### src/flash_port_defines.svh
// Offsets, field positions, reset values and timing counts of the flash bus port
`ifndef FLASH_PORT_DEFINES_SVH
`define FLASH_PORT_DEFINES_SVH
`define REG_CTRL_OFF        12'h000
`define REG_STATUS_OFF      12'h004
`define REG_MODES_OFF       12'h008
`define REG_CMD_OFF         12'h00C
`define REG_CMDADDR_OFF     12'h010
`define REG_RDCFG_OFF       12'h014
`define CTRL_LOCKOUT_BIT    0
`define CTRL_CLRWR_BIT      1
`define ST_READY_BIT        7
`define STATUS_RESET        8'h80
`define RCR_RESET           16'h0000
`define RCR_ASYNC_BIT       15
`define CMD_READ_ARRAY      8'hFF
`define CMD_READ_ID         8'h90
`define CMD_READ_QUERY      8'h98
`define CMD_READ_STATUS     8'h70
`define CMD_CLEAR_STATUS    8'h50
`define CMD_BLOCK_ERASE     8'h20
`define CMD_CHIP_ERASE      8'h30
`define CMD_PROGRAM_A       8'h40
`define CMD_PROGRAM_B       8'h10
`define CMD_CONFIRM         8'hD0
`define CMD_CONFIG          8'h60
`define CMD_RCR_CONFIRM     8'h03
`define CMD_OTP_PROGRAM     8'hC0
`define PART_MSB            21
`define PART_LSB            20
`define PAGE_WORDS          8
`define OP_TIME_NS          2000
`define CLK_PERIOD_NS       10
`define OP_CYCLES           (`OP_TIME_NS / `CLK_PERIOD_NS)
`endif

### src/flash_port_pkg.sv
// Types for the flash bus command port
package flash_port_pkg;
  typedef enum logic [1:0] {
    RD_ARRAY  = 2'b00,
    RD_ID     = 2'b01,
    RD_QUERY  = 2'b10,
    RD_STATUS = 2'b11
  } read_mode_type;
  typedef enum logic [1:0] {
    WSM_IDLE  = 2'b00,
    WSM_SETUP = 2'b01,
    WSM_BUSY  = 2'b10
  } wsm_state_type;
  typedef struct packed {
    logic        ce_n;
    logic        oe_n;
    logic        we_n;
    logic        addr_valid_n;
    logic        rst_n;
  } flash_ctrl_type;
  typedef struct packed {
    logic [21:0] addr;
    logic [15:0] data;
  } cmd_word_type;
endpackage : flash_port_pkg

### src/flash_bus_command_port.sv
// Flash bus port: pin decode, command decoder, partition read modes, AXI4-Lite view
//
// The AXI4-Lite slave port and the placing of the registers are this design's own decisions.
`timescale 1ns/1ps
`include "flash_port_defines.svh"
module flash_bus_command_port
  import flash_port_pkg::*;
(
  // Clock and reset
  input  wire logic        ref_clk_i,
  input  wire logic        rst_i,
  // Flash pins from host
  input  wire logic        ce_n_i,
  input  wire logic        oe_n_i,
  input  wire logic        we_n_i,
  input  wire logic        addr_valid_n_i,
  input  wire logic        flash_rst_n_i,
  input  wire logic        program_supply_ok_i,
  input  wire logic [21:0] addr_i,
  input  wire logic [15:0] dq_i,
  output logic      [15:0] dq_o,
  output logic      [15:0] dq_oe_n_o,
  output logic             ready_busy_o,
  output logic             ready_busy_oe_n_o,
  // AXI4-Lite slave
  input  wire logic [11:0] s_axi_awaddr,
  input  wire logic        s_axi_awvalid,
  output logic             s_axi_awready,
  input  wire logic [31:0] s_axi_wdata,
  input  wire logic [3:0]  s_axi_wstrb,
  input  wire logic        s_axi_wvalid,
  output logic             s_axi_wready,
  output logic [1:0]       s_axi_bresp,
  output logic             s_axi_bvalid,
  input  wire logic        s_axi_bready,
  input  wire logic [11:0] s_axi_araddr,
  input  wire logic        s_axi_arvalid,
  output logic             s_axi_arready,
  output logic [31:0]      s_axi_rdata,
  output logic [1:0]       s_axi_rresp,
  output logic             s_axi_rvalid,
  input  wire logic        s_axi_rready,
  // Read data source for the array
  input  wire logic [15:0] array_data_i
);

  localparam int OP_CNT = (`OP_CYCLES < 1) ? 1 : `OP_CYCLES;

  // Two-flop synchronisers for pins
  flash_ctrl_type ctl_s1_r;
  flash_ctrl_type ctl_s2_r;
  logic           lock_s1_r;
  logic           lock_s2_r;
  cmd_word_type   bus_s1_r;
  cmd_word_type   bus_s2_r;
  cmd_word_type   bus_prev_r;
  flash_ctrl_type ctl_prev_r;

  always_ff @(posedge ref_clk_i or posedge rst_i) begin
    if (rst_i) begin
      ctl_s1_r   <= '1;
      ctl_s2_r   <= '1;
      ctl_prev_r <= '1;
      lock_s1_r  <= 1'b0;
      lock_s2_r  <= 1'b0;
      bus_s1_r   <= '0;
      bus_s2_r   <= '0;
      bus_prev_r <= '0;
    end else begin
      ctl_s1_r   <= '{ce_n_i, oe_n_i, we_n_i, addr_valid_n_i, flash_rst_n_i};
      ctl_s2_r   <= ctl_s1_r;
      ctl_prev_r <= ctl_s2_r;
      lock_s1_r  <= ~program_supply_ok_i;
      lock_s2_r  <= lock_s1_r;
      bus_s1_r   <= '{addr_i, dq_i};
      bus_s2_r   <= bus_s1_r;
      bus_prev_r <= bus_s2_r;
    end
  end

  function automatic logic [1:0] part_of(input logic [21:0] a);
    part_of = a[`PART_MSB:`PART_LSB];
  endfunction : part_of

  // Registers and state
  logic            sw_lockout_r;
  logic [7:0]      status_r [4];
  read_mode_type   mode_r [4];
  logic [15:0]     rcr_r;
  wsm_state_type   wsm_r;
  logic [7:0]      pend_cmd_r;
  logic [1:0]      pend_part_r;
  logic [1:0]      op_part_r;
  logic [15:0]     op_cnt_r;
  cmd_word_type    last_cmd_r;
  logic [2:0]      page_idx_r;
  logic [21:0]     rd_addr_r;

  logic in_reset;
  logic wr_active_prev;
  logic wr_end;
  logic [7:0] cmd;
  logic [1:0] part;
  logic lockout;
  assign in_reset       = ~ctl_s2_r.rst_n;
  assign wr_active_prev = ~ctl_prev_r.ce_n & ~ctl_prev_r.we_n;
  // First rising edge of chip or write enable ends the write
  assign wr_end  = wr_active_prev & (ctl_s2_r.ce_n | ctl_s2_r.we_n) & ~in_reset;
  // Word as it stood while both enables were low; host may release data on the rise
  assign cmd     = bus_prev_r.data[7:0];
  assign part    = part_of(bus_prev_r.addr);
  assign lockout = lock_s2_r | sw_lockout_r;

  // Command decoder and write state machine
  always_ff @(posedge ref_clk_i or posedge rst_i) begin
    if (rst_i) begin
      for (int i = 0; i < 4; i++) begin
        mode_r[i]   <= RD_ARRAY;
        status_r[i] <= `STATUS_RESET;
      end
      rcr_r       <= `RCR_RESET;
      wsm_r       <= WSM_IDLE;
      pend_cmd_r  <= 8'h00;
      pend_part_r <= 2'h0;
      op_part_r   <= 2'h0;
      op_cnt_r    <= 16'h0000;
      last_cmd_r  <= '0;
    end else if (in_reset) begin
      // Abort, status 80H, default modes
      for (int i = 0; i < 4; i++) begin
        mode_r[i]   <= RD_ARRAY;
        status_r[i] <= `STATUS_RESET;
      end
      rcr_r      <= `RCR_RESET;
      wsm_r      <= WSM_IDLE;
      pend_cmd_r <= 8'h00;
      op_cnt_r   <= 16'h0000;
    end else begin
      if (wsm_r == WSM_BUSY) begin
        if (op_cnt_r == 16'h0000) begin
          wsm_r <= WSM_IDLE;
          status_r[op_part_r][`ST_READY_BIT] <= 1'b1;
        end else begin
          op_cnt_r <= op_cnt_r - 16'h0001;
        end
      end
      if (wr_end) begin
        last_cmd_r <= bus_prev_r;
        // Decoder holds no array location; nothing here writes the array
        case (wsm_r)
          WSM_SETUP: begin
            wsm_r <= WSM_IDLE;
            if (pend_cmd_r == `CMD_CONFIG) begin
              if (cmd == `CMD_RCR_CONFIRM) begin
                rcr_r <= bus_prev_r.addr[15:0];
              end
            end else if (lockout) begin
              status_r[pend_part_r][3] <= 1'b1;
            end else if ((pend_cmd_r == `CMD_PROGRAM_A) || (pend_cmd_r == `CMD_PROGRAM_B)
                         || (pend_cmd_r == `CMD_OTP_PROGRAM) || (cmd == `CMD_CONFIRM)) begin
              wsm_r     <= WSM_BUSY;
              op_part_r <= pend_part_r;
              op_cnt_r  <= 16'(OP_CNT);
              status_r[pend_part_r][`ST_READY_BIT] <= 1'b0;
              mode_r[pend_part_r] <= RD_STATUS;
            end
          end
          default: begin
            if ((wsm_r == WSM_BUSY) && (part == op_part_r)) begin
              // Busy partition answers with status only
              mode_r[part] <= RD_STATUS;
            end else begin
              case (cmd)
                `CMD_READ_ARRAY:  mode_r[part] <= RD_ARRAY;
                `CMD_READ_ID:     mode_r[part] <= RD_ID;
                `CMD_READ_QUERY:  mode_r[part] <= RD_QUERY;
                `CMD_READ_STATUS: mode_r[part] <= RD_STATUS;
                `CMD_CLEAR_STATUS: begin
                  status_r[part] <= status_r[part] & 8'h80;
                end
                `CMD_BLOCK_ERASE, `CMD_CHIP_ERASE, `CMD_PROGRAM_A, `CMD_PROGRAM_B,
                `CMD_OTP_PROGRAM: begin
                  // Single operation at a time
                  if (wsm_r == WSM_IDLE) begin
                    wsm_r       <= WSM_SETUP;
                    pend_cmd_r  <= cmd;
                    pend_part_r <= part;
                  end
                end
                `CMD_CONFIG: begin
                  // Entering setup while busy would drop the running operation
                  if (wsm_r == WSM_IDLE) begin
                    wsm_r       <= WSM_SETUP;
                    pend_cmd_r  <= cmd;
                    pend_part_r <= part;
                  end
                end
                default: ;
              endcase
            end
          end
        endcase
      end
    end
  end

  // Page index for array reads; one word for other modes
  logic rd_array;
  logic rd_start;
  assign rd_array = (mode_r[part_of(bus_s2_r.addr)] == RD_ARRAY);
  assign rd_start = ~ctl_s2_r.addr_valid_n & ~ctl_s2_r.ce_n;

  always_ff @(posedge ref_clk_i or posedge rst_i) begin
    if (rst_i) begin
      page_idx_r <= 3'h0;
      rd_addr_r  <= '0;
    end else if (rd_start) begin
      rd_addr_r  <= bus_s2_r.addr;
      page_idx_r <= rd_array ? bus_s2_r.addr[2:0] : 3'h0;
    end else if (~rd_array) begin
      page_idx_r <= 3'h0;
    end else begin
      page_idx_r <= bus_s2_r.addr[2:0];
    end
  end

  // Data output, driven from flops; reads ignore supply level
  always_ff @(posedge ref_clk_i or posedge rst_i) begin
    if (rst_i) begin
      dq_o      <= 16'h0000;
      dq_oe_n_o <= 16'hFFFF;
    end else begin
      case (mode_r[part_of(rd_addr_r)])
        RD_STATUS: dq_o <= {8'h00, status_r[part_of(rd_addr_r)]};
        RD_ID:     dq_o <= last_cmd_r.addr[15:0];
        RD_QUERY:  dq_o <= rcr_r;
        default:   dq_o <= array_data_i;
      endcase
      // Float on reset, standby or output disable
      if (in_reset || ctl_s2_r.ce_n || ctl_s2_r.oe_n || ~ctl_s2_r.we_n) begin
        dq_oe_n_o <= 16'hFFFF;
      end else begin
        dq_oe_n_o <= 16'h0000;
      end
    end
  end

  // Busy pin pulls low while the operation runs, even in standby
  assign ready_busy_o      = 1'b0;
  assign ready_busy_oe_n_o = ~(wsm_r == WSM_BUSY);

  // AXI4-Lite slave
  logic aw_hold_r;
  logic w_hold_r;
  logic [11:0] aw_addr_r;
  logic [31:0] w_data_r;
  assign s_axi_awready = ~aw_hold_r & ~s_axi_bvalid;
  assign s_axi_wready  = ~w_hold_r & ~s_axi_bvalid;

  always_ff @(posedge ref_clk_i or posedge rst_i) begin
    if (rst_i) begin
      aw_hold_r    <= 1'b0;
      w_hold_r     <= 1'b0;
      aw_addr_r    <= 12'h000;
      w_data_r     <= 32'h0000_0000;
      s_axi_bvalid <= 1'b0;
      s_axi_bresp  <= 2'b00;
      sw_lockout_r <= 1'b0;
    end else begin
      if (s_axi_awvalid && s_axi_awready) begin
        aw_hold_r <= 1'b1;
        aw_addr_r <= s_axi_awaddr;
      end
      if (s_axi_wvalid && s_axi_wready) begin
        w_hold_r <= 1'b1;
        w_data_r <= s_axi_wdata;
      end
      if (aw_hold_r && w_hold_r) begin
        aw_hold_r    <= 1'b0;
        w_hold_r     <= 1'b0;
        s_axi_bvalid <= 1'b1;
        if (aw_addr_r == `REG_CTRL_OFF) begin
          s_axi_bresp  <= 2'b00;
          sw_lockout_r <= w_data_r[`CTRL_LOCKOUT_BIT];
        end else begin
          s_axi_bresp <= 2'b10;
        end
      end else if (s_axi_bvalid && s_axi_bready) begin
        s_axi_bvalid <= 1'b0;
      end
    end
  end

  assign s_axi_arready = ~s_axi_rvalid;

  always_ff @(posedge ref_clk_i or posedge rst_i) begin
    if (rst_i) begin
      s_axi_rvalid <= 1'b0;
      s_axi_rdata  <= 32'h0000_0000;
      s_axi_rresp  <= 2'b00;
    end else if (s_axi_arvalid && s_axi_arready) begin
      s_axi_rvalid <= 1'b1;
      s_axi_rresp  <= 2'b00;
      case (s_axi_araddr)
        `REG_CTRL_OFF:    s_axi_rdata <= {31'h0, sw_lockout_r};
        `REG_STATUS_OFF:  s_axi_rdata <= {status_r[3], status_r[2], status_r[1], status_r[0]};
        `REG_MODES_OFF:   s_axi_rdata <= {22'h0, wsm_r, mode_r[3], mode_r[2], mode_r[1],
                                          mode_r[0]};
        `REG_CMDADDR_OFF: s_axi_rdata <= {10'h0, last_cmd_r.addr};
        `REG_CMD_OFF:     s_axi_rdata <= {16'h0, last_cmd_r.data};
        `REG_RDCFG_OFF:   s_axi_rdata <= {16'h0, rcr_r};
        default: begin
          s_axi_rdata <= 32'h0000_0000;
          s_axi_rresp <= 2'b10;
        end
      endcase
    end else if (s_axi_rready) begin
      s_axi_rvalid <= 1'b0;
    end
  end

endmodule : flash_bus_command_port

### config.mk
export PLATFORM = sky130hd
export DESIGN_NAME = flash_bus_command_port
export DESIGN_NICKNAME = d
export VERILOG_FILES = /design/src/flash_port_pkg.sv /design/src/flash_bus_command_port.sv
export VERILOG_INCLUDE_DIRS = /design/src
export SDC_FILE = /design/constraint.sdc
export NUM_CORES = 1
export LEC_CHECK = 0
export BUFFER_PORTS_ARGS = -buffer_cell sky130_fd_sc_hd__buf_2
export CAP_MARGIN = 0
export CORE_MARGIN = 4
export CORE_UTILIZATION = 59
export DETAILED_ROUTE_END_ITERATION = 8
export PLACE_DENSITY = 0.91
export SLEW_MARGIN = 20
export SYNTH_ARGS = -nofsm -noshare
export SYNTH_HDL_FRONTEND = slang
export SYNTH_SLANG_ARGS = --single-unit
### constraint.sdc
create_clock -name ref_clk_i -period 16.3 [get_ports ref_clk_i]
set_input_delay 1.63 -clock ref_clk_i [delete_from_list [all_inputs] [get_ports ref_clk_i]]
set_output_delay 1.63 -clock ref_clk_i [all_outputs]
set_load 0.01 [all_outputs]
==> impl_metrics.py <==
metrics = {
    "status": {
        "status": "completed",
    },
    "floorplan": {
        "io-pin-count": 202,
        "die_h_um": 145,
        "dieArea_mm2": 0.0210,
        "die_x_um": 145,
        "rows": 49,
        "initial_core_util_pct": 60.6,
        "coreArea_mm2": 0.0182,
    },
    "critical_path": {
        "cp.required_ns": 16.77,
        "path_cells": "buf_2 -> nor4_1 -> and3_1 -> and3_1 -> a22oi_1 -> o21ai_0 -> a221o_1",
        "start_kind": "input pin",
        "arrival_ns": 3.82,
        "worst_r2r_endpoint": "dq_o[13]",
        "r2r_start": "rd_addr_r[20]",
        "critPathTopFamily": "simple AND/OR/NAND/NOR gates",
        "crit_type": "input pin to flop",
        "slowest_stage": "and3_1",
        "critPathMostFrequentCell": "and3_1",
        "cpPeakStageDelay_ns": 0.65,
        "rr_worst_depth": 4,
        "worst-path-max-fanout": 16,
        "end_kind": "flop",
        "path_buf_inv": 1,
        "reg2reg_slack_ns": 13.88,
    },
    "detailed_routing": {
        "drt_iter0_markers": 742,
        "drt_wl_total_um": 25000,
        "vias": 7275,
        "wire_per_inst_um": 20.5,
        "drtAntennaViolNets": 0,
        "firstDrtPassIters": 7,
        "drcViolationCount": 0,
        "avgViaCountPerCell": 5.97,
    },
    "yosys": {
        "synth_seq_cells": 293,
        "syn_area_mm2": 0.0110,
        "synth_compound_area_share_pct": 8.88,
        "syn_inst": 826,
        "synth_edf_count": 0,
        "yosysUniqueCellTypes": 64,
        "synth_xor_area_share_pct": 1.11,
        "ys_seq_area_share_pct": 66.6,
        "synthArstFlopShare_pct": 100,
        "postSynthAreaPerCell_um2": 13.4,
        "synthAdderAreaFrac_pct": 0.227,
        "synth_top_family_by_area": "multiplexers",
        "ys_warn_count": 0,
        "synth-main-ff-cell": "dfrtp_1",
        "synth_mux_area_share_pct": 10.3,
        "yosys.area_share.simple_pct": 9.37,
    },
    "timing": {
        "setup_slack_ns": 12.95,
        "setup_viol": 0,
        "period_minus_slack_ns": 3.35,
        "drv_slew": 0,
        "rsz0062_at_grt": "false",
        "slew-limit-headroom_pct": 31.7,
        "period_share_pct": 20.6,
        "fin_setup_tns_ns": 0,
        "finalHoldViolCount": 0,
        "clock.fmax_mhz": 299,
        "tightest_slew_ns": 1.02,
        "fin_worst_skew_ns": 0.0266,
    },
    "clock_network": {
        "cts-root-buf": "clkbuf_16",
        "ctsHoldBuffers": 0,
        "clockBufferDepth": 3,
        "clk_latency_ns": 0.55,
        "htree_levels": 1,
        "post_cts_buffers": 0,
        "path_clk_slew_ns": 0.06,
        "cts_buffers": 28,
        "cts.sinks": 293,
        "cts_resized": 0,
        "cts_tree": "built",
    },
    "finish": {
        "multiInputGateArea_mm2": 0.00332,
        "final_common_cell": "dfrtp_1",
        "final_cell_mix": "dfrtp_1, buf_2, nand2_1",
        "utilization_pct": 70.7,
        "fillCellCount": 1158,
        "layout-drive-gt1-share_pct": 32.2,
        "num-nets-final": 1097,
        "seqCellArea_mm2": 0.00735,
        "final_area_mm2": 0.0129,
        "areaGrowthSynthToFinish_pct": 16.5,
    },
    "pwr": {
        "p_leak_nw": 5.80,
        "power.total_mw": 1.62,
        "p_per_area_mw_per_mm2": 126,
        "peakVddDrop_v": 0.000133,
    },
    "placement": {
        "numPortBuffers": 163,
        "gp_congestion": 0.872,
        "dpl_cell_area_mm2": 0.0119,
        "pre_cts_ws_ns": 12.61,
        "hpwl_um": 15900,
    },
    "hold_path": {
        "hold-path-cell-count": 0,
        "min_from": "bus_s1_r[35]",
        "hold_class": "flop to flop",
        "whs_endpoint": "bus_s2_r[35]",
    },
    "flow_run": {
        "maxCapViolations": 0,
    },
    "global_route": {
        "grt_pass1_wl_um": 39300,
        "antenna_found_initial": 0,
        "first_global_vias": 7413,
        "track_usage_pct": 24.1,
        "grt_max_degree": 190,
        "grt-ovfl-total": 0,
    },
}
==> metrics by stage <==
step           std cells  hold slack [ns]
2_1_floorplan        828            0.331
6_report            1219            0.337
3_5_place_dp        1167            0.335
3_3_place_gp        1167            0.332
5_1_grt             1218            0.349
4_1_cts             1218            0.341
==> power by group <==
part	internal (mW)	leakage, nW	switching (mW)	total, mW
Sequential	0.789	3.60	0.0421	0.831
Clock	0.395	0.474	0.273	0.668
Combinational	0.0596	1.72	0.0598	0.119
==> state kept, by name (all words and copies together) (netlist names), 2 cells and up <==
register and flops:
aw_addr_r 12, bus_prev_r 38, bus_s1_r 38, bus_s2_r 38, ctl_prev_r 2, ctl_s1_r 5
ctl_s2_r 5, dq_o 16, last_cmd_r 38, mode_r 8, op_cnt_r 16, op_part_r 2
pend_cmd_r 8, pend_part_r 2, rcr_r 16, rd_addr_r 2, s_axi_rdata 26, status_r 8
wsm_r 2
==> routing by layer <==
| layer | share of wire, % | up-vias | routed length (µm) | track usage [%] |
|---|---|---|---|---|
| met4 | 4.0 | 0 | 990 | 9.18 |
| met1 | 39 | 3611 | 9740 | 32.6 |
| met5 | 0 | - | 0 | 0 |
| met2 | 48 | 378 | 12100 | 38.7 |
| met3 | 8.7 | 95 | 2180 | 5.23 |
| li1 | - | 3191 | - | - |
==> layout make-up <==
| type | instances | area share [%] |
|---|---|---|
| flip-flops and latches | 293 | 57.1 |
| multi-input cells | 462 | 25.8 |
| repair buffers | 168 | 6.73 |
| clock buffers | 36 | 6.22 |
| well taps | 229 | 2.23 |
| clock inverters | 15 | 1.36 |
| inverters | 15 | 0.496 |
| diodes | 1 | 0.0194 |
==> cells by family (layout without fill, tap and decap cells) <==
logic type | Yosys count | after routing
flip-flops | 293 | 293
AND/OR/NAND/NOR | 204 | 204
AO/OA/AOI/OAI | 140 | 140
multiplexers | 99 | 99
buffers and inverters | 73 | 234
XOR/XNOR | 14 | 14
adder cells (fa/ha/maj) | 2 | 2
other | 1 | 4
==> cells in the mapped netlist (2+ instances only) <==
master     count  area [µm²]
nand4_1        5        31.3
nand2_1       62         233
and3_1         5        31.3
o31ai_1        2        15.0
dfstp_2       17         447
a211oi_1       2        15.0
mux2_2        59         664
nor2_1        57         214
inv_1         15        56.3
nand3_2        2        20.0
a21oi_1       23         115
a32o_1         3        30.0
and2_1         9        56.3
xnor2_1        9        78.8
mux4_2         6         135
buf_4         24         180
a22oi_1       14         105
nand3_1        5        25.0
mux2i_1       34         340
a21o_1         2        15.0
nor2b_1        9        56.3
or4_4          2        22.5
dfrtp_1      276        6910
a221o_1       14         140
a311oi_1       3        26.3
xor2_1         5        43.8
or3_1          5        31.3
o32a_1         2        20.0
nor4_1        10        62.6
buf_1          2        7.51
a22o_1         9        78.8
nor3b_1        4        30.0
a31oi_1        5        31.3
buf_2          9        45.0
nor3_1        13        65.1
ha_1           2        25.0
o2bb2ai_1      8        70.1
clkbuf_1      22        82.6
o21ai_0       40         200
o211ai_1       2        15.0
a41o_1         2        20.0
nand2b_1       4        25.0
nor3_2         2        20.0
==> worst max path at each step <==
stage	depth (start not counted)	startpoint	endpoint	slack, ns
after floorplan	1	rst_i	aw_addr_r[0]	6.61
after global placement	7	s_axi_araddr[9]	s_axi_rdata[6]	12.68
after detailed placement	6	s_axi_araddr[9]	s_axi_rdata[16]	12.61
after CTS	7	s_axi_araddr[9]	s_axi_rdata[1]	13.01
after global routing	6	s_axi_araddr[9]	s_axi_rdata[21]	12.84
final	7	s_axi_araddr[9]	s_axi_rdata[1]	12.95
==> worst register-to-register path: cells and delay by family, from the launching register on <==
family / cells / cell delay (ns)
AOI/OAI and AO/OA: 1 / 0.13
DFF: 1 / 0.52
muxes: 1 / 0.86
and+or+nand+nor: 2 / 0.85
Power figures use the tool's default switching activity.
